===== src/hdl/rapu_pkg.sv =====
// Constants, codes and helper functions of the region protection unit
package rapu_pkg;

  // Region count and field geometry
  localparam int RAPU_NREG = 16;
  localparam int RAPU_NSUB = 8;
  localparam int RAPU_BASE_LSB = 5;
  localparam logic [3:0] RAPU_TOP_IDX = 4'hf;

  // Size code n gives a region of 2^(n+1) bytes
  localparam logic [4:0] RAPU_SIZE_MIN = 5'h04; // 32 bytes
  localparam logic [4:0] RAPU_SIZE_MAX = 5'h1f; // 4 Gbytes
  localparam logic [4:0] RAPU_SUB_MIN = 5'h07;  // 256 bytes, 8 x 32

  // Values after reset
  localparam logic RAPU_RST_EN = 1'b0;
  localparam logic RAPU_RST_XN = 1'b0;
  localparam logic [2:0] RAPU_RST_AP = 3'h0;
  localparam logic [4:0] RAPU_RST_SIZE = 5'h04;
  localparam logic [7:0] RAPU_RST_SRD = 8'h00;
  localparam logic [26:0] RAPU_RST_BASE = 27'h0000000;
  localparam logic [3:0] RAPU_RST_REGION = 4'h0;
  localparam logic [31:0] RAPU_RST_ADDR = 32'h00000000;

  // Access permission codes
  typedef enum logic [2:0] {
    AP_NONE = 3'h0,
    AP_PRIV_RW = 3'h1,
    AP_PRIV_RW_USER_RO = 3'h2,
    AP_FULL = 3'h3,
    AP_PRIV_RO = 3'h5,
    AP_RO = 3'h6
  } rapu_ap_e;

  // Mask of the address bits that a region of this size compares
  function automatic logic [31:0] rapu_size_mask(input logic [4:0] size);
    logic [32:0] span;
    span = 33'h000000001 << ({1'b0, size} + 6'h01);
    return ~(span[31:0] - 32'h00000001) & {32{size != RAPU_SIZE_MAX}};
  endfunction : rapu_size_mask

  // Subregion number: the three address bits just below the region size
  function automatic logic [2:0] rapu_sub_idx(input logic [31:0] addr,
                                              input logic [4:0] size);
    logic [31:0] sh;
    sh = addr >> (size - 5'h02);
    return sh[2:0];
  endfunction : rapu_sub_idx

  // Permission check; reserved codes deny everything
  function automatic logic rapu_ap_ok(input logic [2:0] ap,
                                      input logic priv,
                                      input logic wr);
    logic ok;
    ok = 1'b0;
    case (ap)
      AP_PRIV_RW: ok = priv;
      AP_PRIV_RW_USER_RO: ok = priv | ~wr;
      AP_FULL: ok = 1'b1;
      AP_PRIV_RO: ok = priv & ~wr;
      AP_RO: ok = ~wr;
      default: ok = 1'b0;
    endcase
    return ok;
  endfunction : rapu_ap_ok

endpackage : rapu_pkg


===== src/hdl/rapu_region_match.sv =====
// Address match of one protection region, with subregion disables
module rapu_region_match
  import rapu_pkg::*;
(
  input wire logic [31:0] addr,
  input wire logic [26:0] base,
  input wire logic [4:0] size,
  input wire logic [7:0] srd,
  input wire logic en,
  output logic hit
);

  logic [31:0] mask;
  logic in_range;
  logic sub_off;

  // Base taken as aligned to the size: low base bits are simply ignored
  always_comb begin
    mask = rapu_size_mask(size);
    in_range = ((addr ^ {base, 5'h00}) & mask) == 32'h00000000;
    // Regions below 256 bytes have no subregions
    sub_off = (size >= RAPU_SUB_MIN) && srd[rapu_sub_idx(addr, size)];
    hit = en && in_range && !sub_off;
  end

endmodule : rapu_region_match


===== src/hdl/rapu_top.sv =====
// Top level of the region protection unit: table, matchers and decision
module rapu_top
  import rapu_pkg::*;
(
  input wire logic CLK_SYS,
  input wire logic NRST,
  input wire logic CE,
  input wire logic PROT_EN,
  input wire logic PRIV_DEFAULT,
  input wire logic CFG_WE,
  input wire logic [3:0] CFG_IDX,
  input wire logic [31:0] CFG_BASE,
  input wire logic [4:0] CFG_SIZE,
  input wire logic [7:0] CFG_SRD,
  input wire logic [2:0] CFG_AP,
  input wire logic CFG_XN,
  input wire logic CFG_EN,
  input wire logic ACC_VALID,
  input wire logic [31:0] ACC_ADDR,
  input wire logic ACC_WRITE,
  input wire logic ACC_FETCH,
  input wire logic ACC_PRIV,
  output logic RSP_VALID,
  output logic RSP_ALLOW,
  output logic RSP_HIT,
  output logic [3:0] RSP_REGION,
  output logic FAULT,
  output logic [31:0] FAULT_ADDR,
  output logic STAT_ACTIVE
);

  // Region table
  logic [26:0] cfg_base [RAPU_NREG];
  logic [4:0] cfg_size [RAPU_NREG];
  logic [7:0] cfg_srd [RAPU_NREG];
  logic [2:0] cfg_ap [RAPU_NREG];
  logic cfg_xn [RAPU_NREG];
  logic cfg_en [RAPU_NREG];
  logic [26:0] next_cfg_base [RAPU_NREG];
  logic [4:0] next_cfg_size [RAPU_NREG];
  logic [7:0] next_cfg_srd [RAPU_NREG];
  logic [2:0] next_cfg_ap [RAPU_NREG];
  logic next_cfg_xn [RAPU_NREG];
  logic next_cfg_en [RAPU_NREG];

  // Decision path
  logic [RAPU_NREG-1:0] match_vec;
  logic hit_any;
  logic [3:0] hit_idx;
  logic allow;
  logic next_rsp_valid;
  logic next_rsp_allow;
  logic next_rsp_hit;
  logic [3:0] next_rsp_region;
  logic next_fault;
  logic [31:0] next_fault_addr;
  logic next_stat_active;

  // Highest-numbered set bit of the match vector
  function automatic logic [3:0] top_hit(input logic [RAPU_NREG-1:0] v);
    logic [3:0] r;
    r = 4'h0;
    for (int i = 0; i < RAPU_NREG; i++) begin
      if (v[i]) begin
        r = 4'(i);
      end
    end
    return r;
  endfunction : top_hit

  // Table write: one region per strobe, others untouched
  always_comb begin
    next_cfg_base = cfg_base;
    next_cfg_size = cfg_size;
    next_cfg_srd = cfg_srd;
    next_cfg_ap = cfg_ap;
    next_cfg_xn = cfg_xn;
    next_cfg_en = cfg_en;
    if (CFG_WE) begin
      next_cfg_base[CFG_IDX] = CFG_BASE[31:RAPU_BASE_LSB];
      // Codes below the minimum would make a region smaller than 32 bytes
      if (CFG_SIZE < RAPU_SIZE_MIN) begin
        next_cfg_size[CFG_IDX] = RAPU_SIZE_MIN;
      end else begin
        next_cfg_size[CFG_IDX] = CFG_SIZE;
      end
      next_cfg_srd[CFG_IDX] = CFG_SRD;
      next_cfg_ap[CFG_IDX] = CFG_AP;
      next_cfg_xn[CFG_IDX] = CFG_XN;
      next_cfg_en[CFG_IDX] = CFG_EN;
    end
  end

  // Table registers, frozen while CE is low
  always_ff @(posedge CLK_SYS) begin
    if (!NRST) begin
      for (int i = 0; i < RAPU_NREG; i++) begin
        cfg_base[i] <= RAPU_RST_BASE;
        cfg_size[i] <= RAPU_RST_SIZE;
        cfg_srd[i] <= RAPU_RST_SRD;
        cfg_ap[i] <= RAPU_RST_AP;
        cfg_xn[i] <= RAPU_RST_XN;
        cfg_en[i] <= RAPU_RST_EN;
      end
    end else if (CE) begin
      cfg_base <= next_cfg_base;
      cfg_size <= next_cfg_size;
      cfg_srd <= next_cfg_srd;
      cfg_ap <= next_cfg_ap;
      cfg_xn <= next_cfg_xn;
      cfg_en <= next_cfg_en;
    end
  end

  // One matcher per region, all compared in parallel
  for (genvar g = 0; g < RAPU_NREG; g++) begin : g_reg
    rapu_region_match u_match (
      .addr(ACC_ADDR),
      .base(cfg_base[g]),
      .size(cfg_size[g]),
      .srd(cfg_srd[g]),
      .en(cfg_en[g]),
      .hit(match_vec[g])
    );
  end

  // Permission decision; fetches are checked with ACC_WRITE as driven and also honour execute-never
  always_comb begin
    hit_any = |match_vec;
    hit_idx = top_hit(match_vec);
    if (!PROT_EN) begin
      allow = 1'b1;
    end else if (!hit_any) begin
      // Background map only for privileged code, and only if enabled
      allow = ACC_PRIV && PRIV_DEFAULT;
    end else begin
      allow = rapu_ap_ok(cfg_ap[hit_idx], ACC_PRIV, ACC_WRITE)
              && !(ACC_FETCH && cfg_xn[hit_idx]);
    end
  end

  // Response and fault capture
  always_comb begin
    next_rsp_valid = ACC_VALID;
    next_rsp_allow = ACC_VALID && allow;
    next_rsp_hit = ACC_VALID && PROT_EN && hit_any;
    next_rsp_region = ACC_VALID ? hit_idx : RSP_REGION;
    next_fault = ACC_VALID && !allow;
    next_fault_addr = FAULT_ADDR;
    if (ACC_VALID && !allow) begin
      next_fault_addr = ACC_ADDR;
    end
    next_stat_active = PROT_EN;
  end

  // One-cycle latency keeps the sixteen comparators off the output path
  always_ff @(posedge CLK_SYS) begin
    if (!NRST) begin
      RSP_VALID <= 1'b0;
      RSP_ALLOW <= 1'b0;
      RSP_HIT <= 1'b0;
      RSP_REGION <= RAPU_RST_REGION;
      FAULT <= 1'b0;
      FAULT_ADDR <= RAPU_RST_ADDR;
      STAT_ACTIVE <= 1'b0;
    end else if (CE) begin
      RSP_VALID <= next_rsp_valid;
      RSP_ALLOW <= next_rsp_allow;
      RSP_HIT <= next_rsp_hit;
      RSP_REGION <= next_rsp_region;
      FAULT <= next_fault;
      FAULT_ADDR <= next_fault_addr;
      STAT_ACTIVE <= next_stat_active;
    end
  end

  // Helper: previous edge was live (out of reset, CE high)
  logic live;
  logic [2:0] sub0;
  always_ff @(posedge CLK_SYS) begin
    if (!NRST) begin
      live <= 1'b0;
    end else begin
      live <= CE;
    end
  end
  assign sub0 = rapu_sub_idx(ACC_ADDR, cfg_size[0]);
endmodule : rapu_top


===== config.mk =====
export PLATFORM = sky130hd
export DESIGN_NAME = rapu_top
export DESIGN_NICKNAME = d
export VERILOG_FILES = /design/src/hdl/rapu_pkg.sv /design/src/hdl/rapu_region_match.sv /design/src/hdl/rapu_top.sv
export SDC_FILE = /design/constraint.sdc
export NUM_CORES = 2
export LEC_CHECK = 0
export BUFFER_PORTS_ARGS = -buffer_cell sky130_fd_sc_hd__buf_4
export CAP_MARGIN = 10
export CORE_ASPECT_RATIO = 1.2
export CORE_MARGIN = 5
export CORE_UTILIZATION = 39
export DETAILED_ROUTE_END_ITERATION = 10
export SKIP_CTS_REPAIR_TIMING = 1
export SYNTH_ARGS = -nofsm -noshare
export SYNTH_HDL_FRONTEND = slang
export SYNTH_SLANG_ARGS = --single-unit

===== constraint.sdc =====
create_clock -name CLK_SYS -period 24.5 [get_ports CLK_SYS]
set_clock_uncertainty 0.2 [all_clocks]
set_input_delay 0 -clock CLK_SYS [delete_from_list [all_inputs] [get_ports CLK_SYS]]
set_output_delay 0 -clock CLK_SYS [all_outputs]
set_load 0.05 [all_outputs]

==> flow_summary.yaml <==
floorplanning:
  coreArea_sq_mm: 0.1782
  die_x_microns: 396.0
  die_h_microns: 473.2
  placementRows: 170
  dieArea_sq_mm: 0.1874
  io_pins: 137
  start_util_pct: 39.12
clock_network:
  cts_htree_levels: 3
  cts.sinks: 761
  cts_tree: "built"
  clock_latency_ps: 760
  ctsRootBufferMaster: "clkbuf_16"
  clkTransAtPathRegs_ps: 70
  cts_buffers: 89
  cts.path.max_buffers: 3
route:
  num_vias: 71560
  drc: 0
  avgViaCountPerCell: 6.542
  dr.pass1.iters: 8
  drt_iter0_drc: 9159
  drt-wirelength-per-cell_microns: 28.73
  totalWireLength_microns: 314200
  antenna_left: 0
logic_synthesis:
  synthCells: 8976
  synth_compound_area_share_pct: 23.33
  synth-async-reset-ratio_pct: 0
  avgSynthCellArea_sq_um: 7.768
  synth-simple-area-share_pct: 22.67
  ys_seq_area_share_pct: 21.85
  synth_nets: 9160
  synth_top_family_by_area: "compound AO/OA/AOI/OAI gates"
  ys_types: 110
  synth_edf_count: 0
  yosys_register_bits: 761
  syn_area_sq_mm: 0.06973
  synth_top_flop_cell: "dfxtp_1"
  synthMuxAreaShare_pct: 16.16
  synthAdderAreaFrac_pct: 1.608
  synth_xor_area_share_pct: 8.464
  yosys_warnings: 0
global_routing:
  grt_max_degree: 139
  grt_pass1_wl_microns: 453900
  overflow: 0
  grtUsageTotal_pct: 31.85
  antenna_found_initial: 24
  grt_pass1_vias: 66600
setup_path:
  crit_path_start: "cfg_size[66]$_SDFFE_PN0P_"
  path_class: "reg -> reg"
  worstSetupEndpoint: "FAULT_ADDR[16]$_SDFFE_PN0P_"
  required_ps: 24940
  crit_fanout: 33
  r2r_start: "cfg_size[66]$_SDFFE_PN0P_"
  reg2reg_depth: 27
  rr_endpoint: "FAULT_ADDR[16]$_SDFFE_PN0P_"
  cp-end-kind: "flip-flop"
  rrSetupSlack_ps: 13570
  arrival_ps: 11370
  worstSetupStartpointType: "flip-flop"
run:
  maxCapViolations: 0
placement:
  dp_hpwl_microns: 191700
  portBuffers: 131
  globalplace.congestion: 0.9681
  pre_cts_slack_ps: 13880
  dp.cells: 10680
sta:
  period_minus_slack_ps: 10930
  rsz0062_at_grt: "no"
  fin_crit_sh_pct: 44.60
  slew_headroom_pct: 16.94
  fin_ws_ps: 13570
  worst_slew_pin_slew_ps: 1246
  finalSetupViolCount: 0
  tns_ps: 0
  hold_violations: 0
  clock.fmax_mhz: 91.53
  holdWs_ps: 7.227
  drv_slew: 0
cells_and_area:
  instances_no_fill: 10940
  nNetsFinal: 8714
  fin_util_pct: 42.31
  area_growth_pct: 8.145
  drive_gt1_share_pct: 11.51
hold_path:
  hold_path_class: "in -> reg"
power_and_ir_drop:
  power_density_mw_per_mm2: 43.67
  leakage_nw: 25.12
  peakVddDrop_mv: 0.06029
status:
  status: "finished, final reports clean"
==> cells in the final DEF, fill, tap and decap left out, types with 33 or more instances in the layout <==
cell type / count
or3_1: 41
mux2i_1: 300
o221ai_1: 38
buf_4: 300
a21o_1: 50
a21oi_1: 321
nand2b_1: 96
dlygate4sd3_1: 80
a211oi_1: 105
a22oi_1: 33
xor2_1: 322
o21a_1: 39
o22ai_1: 44
dfxtp_1: 741
xnor2_1: 350
o31ai_1: 35
a31oi_1: 76
nor4_1: 76
mux2_2: 37
and2_1: 51
o21ai_0: 256
nor3_1: 204
inv_1: 107
nor2b_1: 113
nand3b_1: 35
a311oi_1: 35
a2111oi_0: 35
clkbuf_16: 89
or2_2: 34
nand3_1: 199
o211ai_1: 80
nor2_1: 376
a21boi_0: 730
o2111ai_1: 34
nand2_1: 1906
mux4_2: 348
nand4_1: 79
and3_1: 52
ha_1: 88
==> synthesized netlist by cell type (52+ instances only) <==
library cell  count  area share [%]
a21oi_1         322             2.3
a31oi_1          77            0.69
mux2i_1         300             4.3
dfxtp_1         761              22
buf_1           104            0.56
nand2_1        1909              10
a21boi_0        730             7.9
a211oi_1        105             1.1
xor2_1          322             4.0
o21ai_0         256             1.8
nor4_1           76            0.68
nand2b_1         98            0.88
and2_1           52            0.47
nor3_1          208             1.5
ha_1             88             1.6
nor2_1          389             2.1
nand4_1          79            0.71
xnor2_1         350             4.4
nand3_1         202             1.4
mux4_2          348              11
nor2b_1         115             1.0
clkbuf_1        674             3.6
inv_1           108            0.58
and3_1           52            0.47
buf_2           124            0.89
o211ai_1         80            0.86
==> sequential cells by signal, indices dropped and copies added, names as in the netlist <==
| name | count |
|---|---|
| FAULT | 1 |
| RSP_VALID | 1 |
| cfg_xn | 16 |
| RSP_HIT | 1 |
| FAULT_ADDR | 32 |
| RSP_ALLOW | 1 |
| cfg_en | 16 |
| cfg_base | 432 |
| cfg_ap | 48 |
| cfg_srd | 128 |
| cfg_size | 80 |
| RSP_REGION | 4 |
| STAT_ACTIVE | 1 |
==> kinds of logic after synthesis <==
group                    after synthesis
AND/OR/NAND/NOR                     3458
AO/OA/AOI/OAI                       2273
buffers and inverters               1035
flip-flops                           761
multiplexers                         686
XOR/XNOR                             673
adder cells (fa/ha/maj)               90
==> power breakdown <==
part           switching [mW]  internal [mW]
clock                   0.613          0.868
sequential            0.00789           1.25
combinational           0.371          0.185
==> critical path, stage by stage (launching register included) <==
cell	delay, ps
dfxtp_2	720
buf_4	450
and3_1	280
and2_1	140
ha_1	660
inv_1	240
nand3_1	140
ha_1	210
inv_1	60
a31oi_2	340
nand2_1	380
or3_1	480
or3_1	370
a221o_1	340
or4_1	510
nor2_1	260
o221a_2	340
o22ai_1	190
nor3b_1	240
or4b_1	710
a31oi_4	610
mux2i_1	270
a222oi_1	420
a31o_1	220
a2111oi_2	80
a311oi_1	570
and2_2	1010
mux2i_1	300
==> layer usage <==
metal / part of all wire (%) / routed length [microns] / global-route usage [%]
met1: 39 / 121100 / 40.59
met2: 43 / 135700 / 48.80
met3: 12 / 36660 / 8.074
met4: 6.6 / 20730 / 18.65
met5: 0.018 / 55 / 0
==> area by class of cell <==
class                           count  area (sq um)
Clock buffer                      117          2492
Sequential cell                   761         15260
Tap cell                         2322          2905
Timing Repair Buffer              382          3079
Multi-Input combinational cell   7180         50530
Antenna cell                       13         32.53
Clock inverter                     47         673.1
Fill cell                       18100        102800
Inverter                          116         435.4
==> worst min path at each step <==
stage | start | end | slack, ps | depth (start not counted)
final | CFG_AP[1] | cfg_ap[19]$_SDFFE_PN0P_ | 7 | 4
after global routing | ACC_ADDR[26] | FAULT_ADDR[26]$_SDFFE_PN0P_ | 20 | 4
after floorplan | PROT_EN | STAT_ACTIVE$_SDFFE_PN0P_ | -30 | 2
after CTS | ACC_VALID | RSP_VALID$_SDFFE_PN0P_ | -680 | 3
after global placement | PROT_EN | STAT_ACTIVE$_SDFFE_PN0P_ | 90 | 3
after detailed placement | PROT_EN | STAT_ACTIVE$_SDFFE_PN0P_ | 100 | 3
==> through the flow <==
step / total power [mW] / instance area [sq um]
after floorplan: 1.597 / 69730
after global placement: 1.804 / 71400
after detailed placement: 1.807 / 71400
after CTS: 3.282 / 74560
after global routing: 3.369 / 75380
final: 3.293 / 75410
Note: power is estimated with default switching activity, not from simulation.
